--- src/ttp_consts.svh ---
// constants for the transmitter timeout protection and its self-test
`ifndef TTP_CONSTS_SVH
`define TTP_CONSTS_SVH

// ==========================================================
// register map
`define TTP_MCFG2_OFFSET 8'h4e
`define TTP_TRIGGER_BIT 15
`define TTP_PENDING_BIT 14
`define TTP_PART_ID_HI 13
`define TTP_PART_ID_LO 12
`define TTP_REV_HI 11
`define TTP_REV_LO 8
`define TTP_TFE_BIT 3
`define TTP_TFE_RESET 1'b0
`define TTP_PENDING_RESET 1'b0
// identity values are arbitrary
`define TTP_PART_ID_VAL 2'h2
`define TTP_REV_VAL 4'h5

// ==========================================================
// timing
`define TTP_CLK_MHZ 100
`define TTP_WDT_LIMIT_US 663
`define TTP_WORD_TIME_US 20
`define TTP_TEST_WORDS 6'h23
`define TTP_TEST_TIME_US 700

`endif

--- src/ttp_pkg.sv ---
// types shared by the timeout protection block
package ttp_pkg;
	// test sequencer states
	typedef enum logic [1:0] {
		TTP_SEQ_IDLE = 2'b00,
		TTP_SEQ_SEND = 2'b01
	} ttp_seq_e;
	typedef logic [15:0] ttp_word_t;
endpackage : ttp_pkg

--- src/ttp_timeout_protect.sv ---
// transmitter timeout watchdogs, their self-test and the config register
`include "ttp_consts.svh"
// Functional notes
// - each transmitter's watchdog ends any continuous transmission at 663 us.
// - completed arming sets pending flag bit 14 until the test starts.
// - armed test sends 35 counting words, 700 us, so the watchdog cuts.
// - watchdog cut of the test sets loopback fail pending if enabled.
// - trigger bit 15 always reads zero; any register read clears it.
// - pending flag clears itself when the armed transmission begins.
// - part identifier bits 13-12 and revision bits 11-8 read fixed values.
// - with timeout flag enable bit 3 set, a timeout sets terminal flag.
module ttp_timeout_protect
	import ttp_pkg::*;
#(
	parameter int WDT_CYCLES = `TTP_WDT_LIMIT_US * `TTP_CLK_MHZ
) (
	input wire logic clk,
	input wire logic reset_n,
	input wire logic test_pin,
	input wire logic reg_access,
	input wire logic reg_write,
	input wire logic [7:0] reg_addr,
	input wire ttp_pkg::ttp_word_t reg_wdata,
	output ttp_pkg::ttp_word_t reg_rdata,
	output logic reg_rvalid,
	input wire logic tx_start_a,
	input wire logic tx_start_b,
	input wire logic tx_busy_a,
	input wire logic tx_busy_b,
	input wire logic lb_fail_irq_en_a,
	input wire logic lb_fail_irq_en_b,
	output logic tx_cut_a,
	output logic tx_cut_b,
	output logic test_active,
	output logic test_bus_b,
	output logic test_word_strobe,
	output ttp_pkg::ttp_word_t test_word_data,
	output logic lb_fail_set_a,
	output logic lb_fail_set_b,
	output logic terminal_flag_set
);
	import ttp_pkg::*;

	localparam logic [11:0] WORD_CYCLES =
		12'(`TTP_WORD_TIME_US * `TTP_CLK_MHZ);

	logic test_pin_meta_reg;
	logic test_pin_reg;
	logic trigger_reg;
	logic pending_reg;
	logic tfe_reg;
	ttp_seq_e seq_reg;
	logic [11:0] tick_reg;
	logic [5:0] words_reg;
	logic timeout_a;
	logic timeout_b;
	logic hit;
	logic rd_hit;
	logic wr_hit;
	logic arm_done;
	logic test_start;
	logic sel_cut;
	logic last_tick;

	// ==========================================================
	// helpers
	function automatic ttp_word_t compose_read(input logic pend,
		input logic tfe);
		ttp_word_t w;
		w = 16'h0;
		w[`TTP_PENDING_BIT] = pend;
		w[`TTP_PART_ID_HI:`TTP_PART_ID_LO] = `TTP_PART_ID_VAL;
		w[`TTP_REV_HI:`TTP_REV_LO] = `TTP_REV_VAL;
		w[`TTP_TFE_BIT] = tfe;
		return w;
	endfunction : compose_read

	// ==========================================================
	// watchdogs, one per bus
	ttp_tx_watchdog #(.LIMIT_CYCLES(WDT_CYCLES)) u_wdt_a (
		.clk(clk),
		.reset_n(reset_n),
		.tx_busy(tx_busy_a),
		.tx_cut(tx_cut_a),
		.timeout(timeout_a)
	);
	ttp_tx_watchdog #(.LIMIT_CYCLES(WDT_CYCLES)) u_wdt_b (
		.clk(clk),
		.reset_n(reset_n),
		.tx_busy(tx_busy_b),
		.tx_cut(tx_cut_b),
		.timeout(timeout_b)
	);

	// ==========================================================
	// test pin synchroniser, the pin is asynchronous to clk
	always_ff @(posedge clk) begin
		if (!reset_n) begin
			test_pin_meta_reg <= 1'b0;
			test_pin_reg <= 1'b0;
		end else begin
			test_pin_meta_reg <= test_pin;
			test_pin_reg <= test_pin_meta_reg;
		end
	end

	// ==========================================================
	// decode
	assign hit = reg_access && reg_addr == `TTP_MCFG2_OFFSET;
	assign rd_hit = hit && !reg_write;
	assign wr_hit = hit && reg_write;
	// second step: the very next access, a write of zero to bit 15
	assign arm_done = trigger_reg && wr_hit
		&& !reg_wdata[`TTP_TRIGGER_BIT];
	assign test_start = seq_reg == TTP_SEQ_IDLE && pending_reg
		&& (tx_start_a || tx_start_b);
	assign sel_cut = test_bus_b ? tx_cut_b : tx_cut_a;
	assign last_tick = tick_reg == WORD_CYCLES - 12'h1;

	// ==========================================================
	// arming: first half of the sequence
	// any other access in between aborts, so a stray write cannot arm
	always_ff @(posedge clk) begin
		if (!reset_n) begin
			trigger_reg <= 1'b0;
		end else if (reg_access) begin
			if (rd_hit) begin
				trigger_reg <= 1'b0;
			end else if (!trigger_reg && wr_hit) begin
				trigger_reg <= reg_wdata[`TTP_TRIGGER_BIT]
					&& test_pin_reg;
			end else begin
				trigger_reg <= 1'b0;
			end
		end
	end

	// ==========================================================
	// pending flag: arming wins over the automatic clear
	always_ff @(posedge clk) begin
		if (!reset_n) begin
			pending_reg <= `TTP_PENDING_RESET;
		end else if (arm_done) begin
			pending_reg <= 1'b1;
		end else if (test_start) begin
			pending_reg <= 1'b0;
		end
	end

	// ==========================================================
	// writable control and read data
	always_ff @(posedge clk) begin
		if (!reset_n) begin
			tfe_reg <= `TTP_TFE_RESET;
			reg_rdata <= 16'h0;
			reg_rvalid <= 1'b0;
		end else begin
			reg_rvalid <= rd_hit;
			if (wr_hit) begin
				tfe_reg <= reg_wdata[`TTP_TFE_BIT];
			end
			if (rd_hit) begin
				reg_rdata <= compose_read(pending_reg, tfe_reg);
			end
		end
	end

	// ==========================================================
	// test sequencer: counting words, one per word time
	// the watchdog is expected to stop it before the last word
	always_ff @(posedge clk) begin
		if (!reset_n) begin
			seq_reg <= TTP_SEQ_IDLE;
			tick_reg <= 12'h0;
			words_reg <= 6'h0;
			test_active <= 1'b0;
			test_bus_b <= 1'b0;
			test_word_strobe <= 1'b0;
			test_word_data <= 16'h0;
		end else begin
			unique case (seq_reg)
				TTP_SEQ_IDLE: begin
					test_word_strobe <= 1'b0;
					if (test_start) begin
						seq_reg <= TTP_SEQ_SEND;
						test_active <= 1'b1;
						test_bus_b <= !tx_start_a;
						tick_reg <= 12'h0;
						words_reg <= 6'h1;
						test_word_strobe <= 1'b1;
						test_word_data <= 16'h0;
					end
				end
				TTP_SEQ_SEND: begin
					test_word_strobe <= 1'b0;
					tick_reg <= last_tick ? 12'h0 : tick_reg + 12'h1;
					if (sel_cut) begin
						seq_reg <= TTP_SEQ_IDLE;
						test_active <= 1'b0;
					end else if (last_tick) begin
						if (words_reg == `TTP_TEST_WORDS) begin
							seq_reg <= TTP_SEQ_IDLE;
							test_active <= 1'b0;
						end else begin
							words_reg <= words_reg + 6'h1;
							test_word_strobe <= 1'b1;
							test_word_data <= test_word_data + 16'h1;
						end
					end
				end
			endcase
		end
	end

	// ==========================================================
	// event pulses to the interrupt and status word logic
	always_ff @(posedge clk) begin
		if (!reset_n) begin
			lb_fail_set_a <= 1'b0;
			lb_fail_set_b <= 1'b0;
			terminal_flag_set <= 1'b0;
		end else begin
			lb_fail_set_a <= test_active && !test_bus_b && timeout_a
				&& lb_fail_irq_en_a;
			lb_fail_set_b <= test_active && test_bus_b && timeout_b
				&& lb_fail_irq_en_b;
			terminal_flag_set <= tfe_reg
				&& (timeout_a || timeout_b);
		end
	end

	// ==========================================================
	// checks
	a_trigger_reads_zero: assert property (@(posedge clk) disable iff (!reset_n)
		rd_hit |=> reg_rvalid && !reg_rdata[15] && !trigger_reg)
		else $error("trigger bit not zero after read");
	a_ident_fields: assert property (@(posedge clk) disable iff (!reset_n)
		reg_rvalid |-> reg_rdata[13:12] == `TTP_PART_ID_VAL
			&& reg_rdata[11:8] == `TTP_REV_VAL)
		else $error("identification fields wrong");
	a_arm_sets_pending: assert property (@(posedge clk) disable iff (!reset_n)
		arm_done |=> pending_reg)
		else $error("pending not set after arming");
	a_pin_gates_arm: assert property (@(posedge clk) disable iff (!reset_n)
		!trigger_reg && wr_hit && !test_pin_reg |=> !trigger_reg)
		else $error("armed without test pin");
	a_pending_clears: assert property (@(posedge clk) disable iff (!reset_n)
		test_start && !arm_done |=> !pending_reg && test_active
			&& test_word_strobe)
		else $error("pending not cleared at test start");
	a_word_spacing: assert property (@(posedge clk) disable iff (!reset_n)
		test_word_strobe && test_active |=> !test_word_strobe [*8])
		else $error("test words too close");
	a_loopback_fail: assert property (@(posedge clk) disable iff (!reset_n)
		test_active && !test_bus_b && timeout_a && lb_fail_irq_en_a
			|=> lb_fail_set_a ##1 !test_active)
		else $error("loopback fail not flagged on cut");
	a_terminal_flag: assert property (@(posedge clk) disable iff (!reset_n)
		$rose(tx_cut_a) && tfe_reg |=> terminal_flag_set)
		else $error("terminal flag not set on timeout");
endmodule : ttp_timeout_protect

--- src/ttp_tx_watchdog.sv ---
// per-transmitter continuous transmission watchdog
`include "ttp_consts.svh"
module ttp_tx_watchdog #(
	parameter int LIMIT_CYCLES = `TTP_WDT_LIMIT_US * `TTP_CLK_MHZ
) (
	input wire logic clk,
	input wire logic reset_n,
	input wire logic tx_busy,
	output logic tx_cut,
	output logic timeout
);
	logic [16:0] cnt_reg;
	logic [16:0] cnt_next;

	// ==========================================================
	// duration counter
	// restarts every time the line goes idle, so each burst is timed alone
	always_comb begin
		cnt_next = cnt_reg + 17'h1;
	end

	always_ff @(posedge clk) begin
		if (!reset_n) begin
			cnt_reg <= 17'h0;
			tx_cut <= 1'b0;
			timeout <= 1'b0;
		end else if (!tx_busy) begin
			cnt_reg <= 17'h0;
			tx_cut <= 1'b0;
			timeout <= 1'b0;
		end else if (!tx_cut && cnt_next == LIMIT_CYCLES[16:0]) begin
			cnt_reg <= cnt_next;
			tx_cut <= 1'b1;
			timeout <= 1'b1;
		end else begin
			cnt_reg <= tx_cut ? cnt_reg : cnt_next;
			timeout <= 1'b0;
		end
	end

	a_cut_at_limit: assert property (@(posedge clk) disable iff (!reset_n)
		tx_busy && !tx_cut && cnt_next == LIMIT_CYCLES[16:0] |=> tx_cut && timeout)
		else $error("watchdog did not cut at limit");
	a_cut_holds: assert property (@(posedge clk) disable iff (!reset_n)
		tx_cut && tx_busy |=> tx_cut && !timeout)
		else $error("cut released while still busy");
endmodule : ttp_tx_watchdog

--- config.mk ---
export PLATFORM = sky130hd
export DESIGN_NAME = ttp_timeout_protect
export DESIGN_NICKNAME = d
export VERILOG_FILES = /design/src/ttp_pkg.sv /design/src/ttp_timeout_protect.sv /design/src/ttp_tx_watchdog.sv
export VERILOG_INCLUDE_DIRS = /design/src
export SDC_FILE = /design/constraint.sdc
export NUM_CORES = 1
export LEC_CHECK = 0
export ABC_AREA = 0
export BUFFER_PORTS_ARGS = -buffer_cell sky130_fd_sc_hd__buf_4
export CAP_MARGIN = 20
export CORE_ASPECT_RATIO = 0.6
export CORE_MARGIN = 4
export CORE_UTILIZATION = 25
export DETAILED_ROUTE_END_ITERATION = 6
export GPL_ROUTABILITY_DRIVEN = 1
export PLACE_DENSITY = 0.52
export REMOVE_ABC_BUFFERS = 1
export SLEW_MARGIN = 15
export SYNTH_ARGS = -nofsm -noshare
export SYNTH_HDL_FRONTEND = slang
export SYNTH_HIERARCHICAL = 1
export SYNTH_SLANG_ARGS = --single-unit
--- constraint.sdc ---
create_clock -name clk -period 2.4 [get_ports clk]
set_input_delay 0.36 -clock clk [delete_from_list [all_inputs] [get_ports clk]]
set_output_delay 0.36 -clock clk [all_outputs]
set_load 0.005 [all_outputs]
# == Yosys cells after proc, flatten, opt, wreduce, memory -nomap -nowiden ==
# Index checks and enable logic that the tools add are counted.
# totals
reg_bits,91
wordCells,115
in_bits,35
out_inout_bits,41
# classes
eq_ne,14
mux,39
n_reduce_logical,34
n_addsub,5
# op_table
cell,n
17-bit 2-to-1 mux,4
16-bit 2-to-1 mux,4
"17-bit by 1-bit adder with 17-bit output, second input constant",2
"17-bit equality test, second input constant",2
16-bit case mux with 2 select lines,1
12-bit 2-to-1 mux,2
6-bit 2-to-1 mux,4
12-bit case mux with 2 select lines,1
1-bit logical AND,18
"16-bit by 1-bit adder with 16-bit output, second input constant",1
1-bit 2-to-1 mux,15
"12-bit by 1-bit adder with 12-bit output, second input constant",1
"12-bit by 11-bit equality test with 1-bit output, second input constant",1
"2-bit != test, second input constant",6
6-bit case mux with 2 select lines,1
"8-bit by 7-bit equality test with 1-bit output, second input constant",1
2-bit 2-to-1 mux,4
1-bit zero test,7
"6-bit by 1-bit adder with 6-bit output, second input constant",1
"6-bit equality test, second input constant",1
"3-bit != test, second input constant",2
2-bit AND reduction,3
1-bit case mux with 2 select lines,2
2-bit case mux with 2 select lines,1
6 further kinds,7

# == Longest topological paths before layout ==
# Gate-level depths: netlist of the first run.
# logic_depth
word_depth,6
ltp_mapped,7

# == By module ==
# The synthesis of the first run kept the hierarchy.
# modules_own_cells
mod,cells_per_inst,area_each_um2,seq_area_each_um2,n_inst
ttp_timeout_protect,282,2428.6,980.9,1
ttp_tx_watchdog,122,1047.3,380.4,2

# == Worst setup path before layout of the first run ==
# No wires, ideal clock.
# synth_timing
path_type,register to register
startpoint,reg tick_reg[5]
endpoint,reg test_word_data[13]
arrival_ps,1895
slack_ps,419
path_stages_with_launch,7
required_ps,2314
cell_sequence,dfxtp_1 buf_6 or4b_4 or3_4 nand2b_1 o21ba_1 a211oi_1
# synth_via
elab_chain_cells,3
# synth_lines
element,line_no,text
"start, declared",ttp_timeout_protect.sv:53,logic [11:0] tick_reg;
"start signal, assigned",ttp_timeout_protect.sv:196,tick_reg <= last_tick ? 12'h0 : tick_reg + 12'h1;
12-bit by 11-bit equality test with 1-bit output,ttp_timeout_protect.sv:118,assign last_tick = tick_reg == WORD_CYCLES - 12'h1;
2-bit != test (no line),--,
4-bit AND reduction (no line),--,
"end signal, assigned",ttp_timeout_protect.sv:207,test_word_data <= test_word_data + 16'h1;
"end, declared",ttp_timeout_protect.sv:37,"output ttp_pkg::ttp_word_t test_word_data,"
# Every way passes these cells.
# A chain may end at the register's enable or synchronous reset.

# == Final worst setup path of the first run ==
# layout_timing
startpoint,reg tick_reg[6]
endpoint,reg test_word_data[15]
# The elaborated chain is that of the path after synthesis.

==> results of run 1 <==
==> placed cells by master, fill, tap and decap left out, drive strengths merged, types with 4 or more instances in the layout <==
master  netlist  routed
nand3        32      32
nor2b         6       6
or4b          5       5
nand2        34      34
and2          6       6
inv          10      11
buf          27      61
or3           5       5
mux2i        10      10
nor2         75      75
and3          6       6
clkbuf        9      10
nor3         17      17
conb          1      11
nand2b        6       6
dfxtp        87      87
xor2         23      23
nor4         22      22
or4           4       4
a22oi         4       4
o211ai        4       4
ha            7       7
nand4        21      21
o21ai        14      14
xnor2        25      25
a21oi        22      22
a211oi        4       4
==> stage by stage <==
step	instances	utilization, %	power, mW
after floorplan	500	-	1.51
after global placement	795	29.1	1.56
after detailed placement	795	29.1	1.57
after CTS	811	31.0	3.14
after global routing	811	31.0	3.18
final	811	31.0	3.08
==> synthesized netlist by cell type (all sizes together) (10+ instances only) <==
cell and n:
a21oi 22, buf 27, dfxtp 87, inv 10, mux2i 10, nand2 34, nand3 32, nand4 21
nor2 75, nor3 17, nor4 22, o21ai 14, xnor2 25, xor2 23
==> report_power, final <==
| part | internal (mW) | leakage [nW] | switching [mW] | total, mW |
|---|---|---|---|---|
| logic | 0.0314 | 1.00 | 0.0458 | 0.0771 |
| registers | 1.45 | 0.701 | 0.00569 | 1.45 |
| clock network | 0.946 | 0.155 | 0.605 | 1.55 |
| total | 2.43 | 1.86 | 0.657 | 3.08 |
==> worst reg2reg max path, cell delays in order, from the launching register on <==
cell and delay, ps:
dfxtp_1 450, or4b_4 520, or3_4 460, nor2_4 280, a41oi_1 180, a211oi_1 210
==> how the worst max path moves through the flow <==
| stage | startpoint | end | slack (ps) | cells after the start |
|---|---|---|---|---|
| 2_1_floorplan | reg_addr[5] | reg_rdata[14]$_SDFFE_PN0P_ | 420 | 4 |
| 3_3_place_gp | tick_reg[6]$_SDFFE_PN0P_ | test_word_data[15]$_SDFFE_PN0P_ | 290 | 5 |
| 3_5_place_dp | tick_reg[6]$_SDFFE_PN0P_ | test_word_data[15]$_SDFFE_PN0P_ | 210 | 5 |
| 4_1_cts | tick_reg[6]$_SDFFE_PN0P_ | test_word_data[15]$_SDFFE_PN0P_ | 210 | 5 |
| 5_1_grt | tick_reg[6]$_SDFFE_PN0P_ | test_word_data[15]$_SDFFE_PN0P_ | 120 | 5 |
| 6_report | tick_reg[6]$_SDFFE_PN0P_ | test_word_data[15]$_SDFFE_PN0P_ | 220 | 5 |
==> routing by layer <==
| metal | wire, µm | track usage, % | vias to the layer above | part of all wire [%] |
|---|---|---|---|---|
| met5 | 0 | 0 | - | 0 |
| met3 | 420 | 2.72 | 10 | 3.7 |
| li1 | - | - | 1947 | - |
| met2 | 4640 | 15.5 | 77 | 41 |
| met1 | 6010 | 16.3 | 1813 | 54 |
| met4 | 132 | 3.25 | 0 | 1.2 |
==> layout make-up <==
cell class              count  area share (%)
clock inverters             6            1.71
flip-flops and latches     87            32.1
well taps                 234            5.40
clock buffers              10            4.41
multi-input cells         403            47.2
inverters                  10           0.693
repair buffers             61            8.45
==> cells by family (layout without fill, tap and decap cells) <==
family                     count (synthesis)  in the layout  synth area share, %
and+or+nand+nor                          253            253                 31.0
xor gates and xnor gates                  48             48                 9.29
DFF                                       87             87                 38.5
AOI/OAI and AO/OA                         72             72                 10.7
muxes                                     12             12                 2.71
buffers and inverters                     46             87                 5.78
other                                      1             11               0.0829
adders and majority gates                  7              7                 1.94
==> run_results.csv, run 1 <==
group,metric,value,unit
synthesis,synth_top_area_cell,"dfxtp_1",
routing,drt_pass1_iterations,4,
hold_path,hold_path_depth,2,
timing,finalCriticalPeriod,2180,ps
cells_and_area,area_delta_synth_final,19.8,%
timing,setup_viol,0,
synthesis,synth_cell_types,64,
synthesis,syn_area_per_cell,8.60,µm²
critical_path,crit_buf_inv,0,
routing,drtAntennaViolNets,0,
global_routing,grt_pass1_vias,3630,
power,cellLeakagePower,1.86,nW
status,status,"finished clean",
cells_and_area,fill_cells,1813,
synthesis,synthTopCellsByArea,"dfxtp_1, nor2_1, xnor2_1, xor2_1, nand3_1",
critical_path,start_kind,"flop",
routing,viasPerCell,4.74,
synthesis,synth_cells,526,
cts,cts.reportedPaths.clkPinSlew,70,ps
critical_path,reg2reg_slack,220,ps
routing,drt_iter0_drc,217,
synthesis,async_flop_share,0,%
cells_and_area,regArea,1740,µm²
die,die_area,20400,µm²
global_routing,grt_pass1_wl,18500,µm
timing,rsz0062_at_grt,"false",
power,powerDensity,569,nW/µm²
cells_and_area,n_antenna_cell,0,
critical_path,crit_arrival,2440,ps
flow_run,drv_cap,0,
timing,fmax,459,MHz
cts,postCtsSetupBuffers,0,
timing,hold_viol_final,0,
die,die_x,182,µm
cts,hold_buffers,0,
critical_path,required,2670,ps
critical_path,r2r_end,"test_word_data[15]$_SDFFE_PN0P_",
die,io_pins,76,
critical_path,worstSetupEndpointType,"flop",
placement,io_buffers,50,
critical_path,crit_slowest_cell,"or4b_4",
timing,setup_tns,0,ps
synthesis,synth_edf_count,0,
cts,cts_made_buffers,9,
cts,cts_buffer_depth,2,
hold_path,hp-start,"tx_start_a",
timing,final_max_slew_viol_count,0,
synthesis,synth_ff_type,"dfxtp_1",
cts,cts.sinks,87,
power,ir_drop,0.000252,V
routing,wl_per_cell,13.8,µm
routing,route.detailed.drc,0,
synthesis,ys_seq_area_share,38.5,%
routing,routed_wl,11200,µm
global_routing,grt_overflow,0,
cells_and_area,multi_input_area,2560,µm²
global_routing,grt_usage,11.0,%
critical_path,path_cells,"or4b_4, or3_4, nor2_4, a41oi_1, a211oi_1",
critical_path,reg2reg_depth,5,
die,rows,37,
die,core,17500,µm²
cells_and_area,finish.instance_area,5420,µm²
timing,fin_hold_ws,225,ps
critical_path,rr_startpoint,"tick_reg[6]$_SDFFE_PN0P_",
critical_path,cp_slowest_stage_delay,520,ps
cts,htreeDepth,3,
synthesis,ys_ff_latch,87,
timing,maxSlewHeadroom,61.4,%
cts,cts-resized-gates,0,
hold_path,worstHoldEndpoint,"test_bus_b$_SDFFE_PN0P_",
timing,skew,12.2,ps
cells_and_area,drive_gt1_share,18.2,%
cts,cts_tree,"done",
cts,cts-root-buf,"clkbuf_16",
timing,worst_slack,224,ps
critical_path,crit_family,"simple AND/OR/NAND/NOR gates",
synthesis,yosys_warnings,6,
global_routing,grt_antenna_before_repair,0,
critical_path,critPathMaxFanout,12,
synthesis,syn-cell-area,4520,µm²
timing,post-route-period-util,90.7,%
global_routing,grt_max_degree,29,
timing,tightest_slew,578,ps
synthesis,synth_top_area_share,38.5,%
placement,dp_hpwl,8190,µm
placement,place.gp.congestion,0.807,
placement,place_area,5090,µm²
placement,dp_slack,213,ps
hold_path,hp-class,"input pin to flop",
die,die_height,112,µm
cts,insertion_delay,350,ps
cells_and_area,layout.nets,614,
critical_path,critical_path_class,"flop to flop",
die,initial_utilization,25.9,%
routing,via_count,3847,
Note: power is estimated with default switching activity, not from simulation.
==> run 2, diff against run 1 <==
--- a/config.mk
+++ b/config.mk
@@ -6,7 +6,7 @@
 export SDC_FILE = /design/constraint.sdc
 export NUM_CORES = 1
 export LEC_CHECK = 0
-export ABC_AREA = 0
+export ABC_AREA = 1
 export BUFFER_PORTS_ARGS = -buffer_cell sky130_fd_sc_hd__buf_4
 export CAP_MARGIN = 20
 export CORE_ASPECT_RATIO = 0.6
==> constraint.sdc (replaced) <==
create_clock -name clk -period 2.04 [get_ports clk]
set_input_delay 0.306 -clock clk [delete_from_list [all_inputs] [get_ports clk]]
set_output_delay 0.306 -clock clk [all_outputs]
set_load 0.005 [all_outputs]
==> run_results.csv, run 2 <==
group,metric,value,unit
timing,fmax,585,MHz
cells_and_area,final_common_cell,"nand2_1",
routing,via_count,4767,
routing,routed_wl,13100,µm
critical_path,crit_family,"simple AND/OR/NAND/NOR gates",
cts,htreeDepth,3,
cells_and_area,final_cell_mix,"nand2_1, inv_1, dfxtp_1",
global_routing,grt_max_degree,21,
power,p_seq_share,47.4,%
placement,io_buffers,50,
critical_path,critPathMaxFanout,4,
critical_path,r2r_end,"u_wdt_a/timeout$_SDFF_PN0_",
critical_path,required,2320,ps
timing,skew,11.4,ps
hold_path,hp-start,"tx_start_a",
critical_path,cp_slowest_stage_delay,410,ps
die,io_pins,76,
cts,hold_buffers,0,
synthesis,synthTopCellsByArea,"dfxtp_1, nand2_1, nand3_1, inv_1, nor2_1",
cts,cts.reportedPaths.clkPinSlew,70,ps
synthesis,synth_common_cells,"nand2_1, inv_1, dfxtp_1, nor2_1, nand3_1",
global_routing,grt_pass1_vias,4184,
synthesis,yosysMostFrequentCell,"nand2_1",
power,ir_drop,0.000392,V
placement,dp.cells,1069,
cts,cts_tree,"done",
power,p_clk_share,49.9,%
die,die_height,116,µm
synthesis,synth_cells,755,
critical_path,crit_arrival,1990,ps
global_routing,grt_antenna_before_repair,0,
cts,cts_made_buffers,9,
timing,finalCriticalPeriod,1710,ps
power,combPwrFrac,2.7,%
status,status,"finished clean",
synthesis,yosys_warnings,6,
synthesis,async_flop_share,0,%
cts,postCtsSetupBuffers,0,
cells_and_area,drive_gt1_share,14.0,%
die,die_x,188,µm
cts,cts_buffer_depth,2,
global_routing,grt_pass1_wl,21600,µm
critical_path,start_kind,"flop",
critical_path,worstSetupEndpointType,"flop",
timing,hold_viol_final,0,
synthesis,syn-cell-area,4880,µm²
placement,place.gp.congestion,0.828,
cts,cts.sinks,87,
power,swShare,21.7,%
synthesis,synth_edf_count,0,
critical_path,path_cells,"ha_1, nand3_1, nor2_1, nand3_1, nand2_1, nand2_1, inv_1, nand2_1, nor2_1, nand3_1, inv_1",
flow_run,drv_cap,0,
synthesis,synth_top_area_cell,"dfxtp_1",
hold_path,hp-class,"input pin to flop",
global_routing,grt_usage,12.1,%
critical_path,critical_path_class,"flop to flop",
power,power.switching,783,µW
global_routing,grt_overflow,0,
critical_path,reg2reg_slack,330,ps
cts,cts-resized-gates,0,
cells_and_area,n_antenna_cell,0,
power,powerDensity,614,nW/µm²
synthesis,ys_ff_latch,87,
cts,insertion_delay,340,ps
die,die_area,21900,µm²
synthesis,synth_cell_types,34,
synthesis,synth_top_area_share,35.7,%
die,initial_utilization,25.6,%
timing,rsz0062_at_grt,"false",
routing,wl_per_cell,12.1,µm
cells_and_area,layout.nets,856,
hold_path,hold_path_depth,2,
cts,cts-root-buf,"clkbuf_16",
timing,final_max_slew_viol_count,0,
die,rows,39,
routing,drt_iter0_drc,305,
synthesis,synth_ff_type,"dfxtp_1",
critical_path,crit_slowest_cell,"dfxtp_1",
critical_path,reg2reg_depth,11,
routing,drtAntennaViolNets,0,
synthesis,syn_area_per_cell,6.46,µm²
cells_and_area,area_delta_synth_final,20.2,%
critical_path,crit_buf_inv,2,
routing,viasPerCell,4.39,
power,internal-power,2.82,mW
hold_path,worstHoldEndpoint,"test_bus_b$_SDFFE_PN0P_",
cells_and_area,layout.cells.non_filler,1085,
routing,route.detailed.drc,0,
routing,drt_pass1_iterations,5,
timing,setup_viol,0,
synthesis,ys_seq_area_share,35.7,%
die,core,19100,µm²
power,cellLeakagePower,2.29,nW
timing,setup_tns,0,ps
timing,post-route-period-util,83.8,%
placement,dp_hpwl,9890,µm
critical_path,rr_startpoint,"u_wdt_a/cnt_reg[0]$_SDFFE_PN0P_",
[run 2: metal layers]
layer	part of all wire (%)	track usage (%)	vias to the layer above	routed length, µm
met4	0.29	1.75	0	38
met5	0	0	-	0
met3	6.3	3.35	4	827
met1	57	19.6	2105	7530
met2	36	15.9	123	4730
li1	-	-	2535	-
[run 2: how the worst max path moves through the flow]
stage,cells after the start,to,from
2_1_floorplan,7,test_word_data[2]$_SDFFE_PN0P_,test_active$_SDFFE_PN0P_
3_3_place_gp,5,u_wdt_b/cnt_reg[6]$_SDFFE_PN0P_,reset_n
3_5_place_dp,5,u_wdt_b/cnt_reg[14]$_SDFFE_PN0P_,reset_n
4_1_cts,11,u_wdt_a/timeout$_SDFF_PN0_,u_wdt_a/cnt_reg[0]$_SDFFE_PN0P_
5_1_grt,11,u_wdt_a/timeout$_SDFF_PN0_,u_wdt_a/cnt_reg[0]$_SDFFE_PN0P_
6_report,11,u_wdt_a/timeout$_SDFF_PN0_,u_wdt_a/cnt_reg[0]$_SDFFE_PN0P_
[run 2: power groups by stage]
stage               clock [mW]  sequential, mW  combinational [mW]
floorplan                    0            1.75              0.0416
global placement             0            1.75              0.0984
detailed placement           0            1.75              0.0979
CTS                       1.87            1.71              0.0981
global route              1.95            1.71               0.110
finish                    1.80            1.71              0.0978
[run 2: worst reg2reg max path, cell delays in order (launching register included)]
cell and delay, ps:
dfxtp_1 410, ha_1 220, nand3_1 150, nor2_1 270
nand3_1 110, nand2_1 80, nand2_1 40, inv_1 70
nand2_1 50, nor2_1 100, nand3_1 90, inv_1 70
[run 2: kinds of logic after synthesis]
| group | synth area share (%) |
|---|---|
| other cells | 0.0768 |
| xor+xnor | 0.897 |
| buf+inv | 11.4 |
| compound gates | 10.7 |
| fa+ha+maj | 1.79 |
| flops | 35.7 |
| simple gates | 39.5 |
[run 2: per-stage QoR]
step	hold WS (ps)	util [%]	power [mW]	setup WS, ps	instance area [µm²]
after floorplan	385	-	1.79	457	4750
after global placement	395	29.1	1.85	374	5550
after detailed placement	404	29.1	1.85	359	5550
after CTS	121	30.7	3.68	345	5870
after global routing	120	30.7	3.77	64.6	5870
final	135	30.7	3.60	330	5870
[run 2: layout make-up]
cell class,instances,area (µm²)
multi-input cells,551,2620
inverters,104,390
well taps,266,333
clock buffers,9,225
fillers,2138,13200
clock inverters,7,96.3
flip-flops and latches,87,1740
repair buffers,61,458
==> run 3, diff against run 2 <==
--- a/config.mk
+++ b/config.mk
@@ -14,7 +14,7 @@
 export CORE_UTILIZATION = 25
 export DETAILED_ROUTE_END_ITERATION = 6
 export GPL_ROUTABILITY_DRIVEN = 1
-export PLACE_DENSITY = 0.52
+export PLACE_DENSITY = 0.53
 export REMOVE_ABC_BUFFERS = 1
 export SLEW_MARGIN = 15
 export SYNTH_ARGS = -nofsm -noshare
==> constraint.sdc (replaced) <==
create_clock -name clk -period 1.5 [get_ports clk]
set_input_delay 0.225 -clock clk [delete_from_list [all_inputs] [get_ports clk]]
set_output_delay 0.225 -clock clk [all_outputs]
set_load 0.005 [all_outputs]
==> run_results.csv, run 3 (synthesis gave the netlist of run 2 again) <==
group,metric,value,unit
power,combPwrFrac,3.6,%
die,die_x,188,µm
power,powerDensity,731,nW/µm²
power,p_clk_share,51.2,%
critical_path,path_cells,"ha_4, nand3_4, inv_1, nand2_1, nor2_2, nand2_4, nand2_8, nor2_4, nor2_2, nor2_1",
cells_and_area,regArea,1780,µm²
cells_and_area,fin_util,36.8,%
routing,drt_pass1_iterations,7,
die,core,19100,µm²
placement,io_buffers,50,
routing,routed_wl,14900,µm
cells_and_area,n_antenna_cell,0,
placement,dp_slack,-45.4,ps
power,cellLeakagePower,2.74,nW
timing,worst_slack,-23.5,ps
cts,cts_tree,"done",
timing,finalCriticalPeriod,1520,ps
cts,insertion_delay,340,ps
flow_run,drv_cap,0,
global_routing,grt_antenna_before_repair,0,
cells_and_area,layout.nets,918,
cts,cts.reportedPaths.clkPinSlew,70,ps
power,p_seq_share,45.2,%
cells_and_area,final_common_cell,"nand2_1",
critical_path,critical_path_class,"flop to flop",
timing,setup_tns,-39.6,ps
cells_and_area,drive_gt1_share,32.6,%
global_routing,grt_pass1_vias,4489,
critical_path,start_kind,"flop",
critical_path,rr_startpoint,"tick_reg[0]$_SDFFE_PN0P_",
critical_path,crit_family,"simple AND/OR/NAND/NOR gates",
placement,dp_hpwl,10600,µm
timing,hold_viol_final,0,
critical_path,crit_slowest_cell,"dfxtp_2",
cts,htreeDepth,3,
routing,drt_iter0_drc,438,
die,io_pins,76,
routing,viasPerCell,4.44,
cells_and_area,layout.cells.non_filler,1147,
routing,drtAntennaViolNets,0,
routing,via_count,5094,
routing,route.detailed.drc,0,
critical_path,crit_end,"test_word_data[9]$_SDFFE_PN0P_",
status,status,"finished, violations left",
die,die_area,21900,µm²
cells_and_area,finish.instance_area,7020,µm²
critical_path,cp_slowest_stage_delay,360,ps
cells_and_area,final_cell_mix,"nand2_1, buf_4, inv_1",
critical_path,critPathMaxFanout,8,
global_routing,grt_max_degree,26,
die,rows,39,
critical_path,crit_arrival,1750,ps
die,initial_utilization,25.6,%
timing,final_max_slew_viol_count,0,
power,internal-power,4.04,mW
power,swShare,21.3,%
critical_path,startpoint,"tick_reg[0]$_SDFFE_PN0P_",
critical_path,required,1730,ps
power,power.switching,1.10,mW
status,violations,"setup timing",
timing,post-route-period-util,102,%
die,die_height,116,µm
global_routing,grt_usage,13.1,%
critical_path,crit_buf_inv,1,
timing,rsz0062_at_grt,"true",
cts,cts-root-buf,"clkbuf_16",
cts,cts_made_buffers,9,
hold_path,hp-class,"input pin to flop",
cts,cts_buffer_depth,2,
critical_path,worstSetupEndpointType,"flop",
placement,place_area,5990,µm²
global_routing,grt_pass1_wl,23300,µm
routing,wl_per_cell,13.0,µm
critical_path,reg2reg_depth,10,
placement,dp.cells,1120,
critical_path,reg2reg_slack,-20,ps
critical_path,cp.depth,10,
critical_path,r2r_end,"test_word_data[9]$_SDFFE_PN0P_",
global_routing,grt_overflow,0,
placement,place.gp.congestion,0.858,
timing,fmax,656,MHz
power,ir_drop,0.000545,V
cells_and_area,area_delta_synth_final,43.8,%
cells_and_area,multi_input_area,3110,µm²
cells_and_area,fill_cells,2013,
critical_path,crit_top_cell,"nor2_2",
timing,setup_viol,3,
cts,cts.sinks,87,
timing,skew,6.93,ps
run 3: changes by cell type in the layout (fill, tap and decap cells not counted), moves of 18 or more:
| cell | previous run | this run |
|---|---|---|
| nand2_1 | 204 | 178 |
| buf_4 | 61 | 109 |
| dfxtp_2 | 0 | 20 |
| dfxtp_1 | 87 | 64 |
| nand2_2 | 9 | 27 |
| nor2_1 | 83 | 59 |
run 3: routing by layer:
metal | vias up | GRT usage [%] | wire (µm)
met5 | - | 0 | 0
met4 | 0 | 2.18 | 58
met3 | 6 | 3.05 | 957
met2 | 143 | 17.1 | 5690
met1 | 2273 | 21.4 | 8190
li1 | 2672 | - | -
run 3: worst register-to-register path, cell delays in order, from the launching register on:
cell and delay, ps:
dfxtp_2 360, ha_4 150, nand3_4 110, inv_1 100, nand2_1 60, nor2_2 130, nand2_4 140, nand2_8 170
nor2_4 50, nor2_2 90, nor2_1 50
run 3: cell type report:
| type | instances | share of cell area (%) |
|---|---|---|
| Tap cell | 266 | 4.74 |
| Inverter | 104 | 5.74 |
| Clock inverter | 7 | 1.71 |
| Sequential cell | 87 | 25.3 |
| Clock buffer | 9 | 3.21 |
| Multi-Input combinational cell | 552 | 44.3 |
| Timing Repair Buffer | 122 | 15.0 |
run 3: how the worst min path moves through the flow:
| stage | startpoint | endpoint | slack (ps) | depth (start not counted) |
|---|---|---|---|---|
| floorplan | reg_write | reg_rvalid$_SDFF_PN0_ | 300 | 1 |
| global placement | test_pin_meta_reg$_SDFF_PN0_ | test_pin_reg$_SDFF_PN0_ | 400 | 2 |
| detailed placement | test_pin_meta_reg$_SDFF_PN0_ | test_pin_reg$_SDFF_PN0_ | 400 | 2 |
| CTS | reg_write | reg_rvalid$_SDFF_PN0_ | 40 | 2 |
| global route | reg_write | reg_rvalid$_SDFF_PN0_ | 50 | 2 |
| finish | reg_write | reg_rvalid$_SDFF_PN0_ | 60 | 2 |
run 3: timing repair:
item,4_1_cts,5_1_grt
gates resized for setup,24,146
buffers inserted,3,4
setup endpoints to repair,9,38
pin swaps,12,48
cloned,1,3
hold buffers,0,0
run 3: per-stage QoR:
step	hold slack (ps)	power (mW)
2_1_floorplan	304	2.43
3_5_place_dp	402	2.55
3_3_place_gp	397	2.55
6_report	62.4	5.13
5_1_grt	50.7	5.33
4_1_cts	43.6	5.21
run 3: power groups by stage:
stage / clock, mW / combinational (mW) / sequential (mW)
6_report: 2.63 / 0.185 / 2.32
5_1_grt: 2.81 / 0.205 / 2.32
4_1_cts: 2.71 / 0.175 / 2.32
3_5_place_dp: 0 / 0.174 / 2.37
3_3_place_gp: 0 / 0.174 / 2.37
2_1_floorplan: 0 / 0.0566 / 2.38
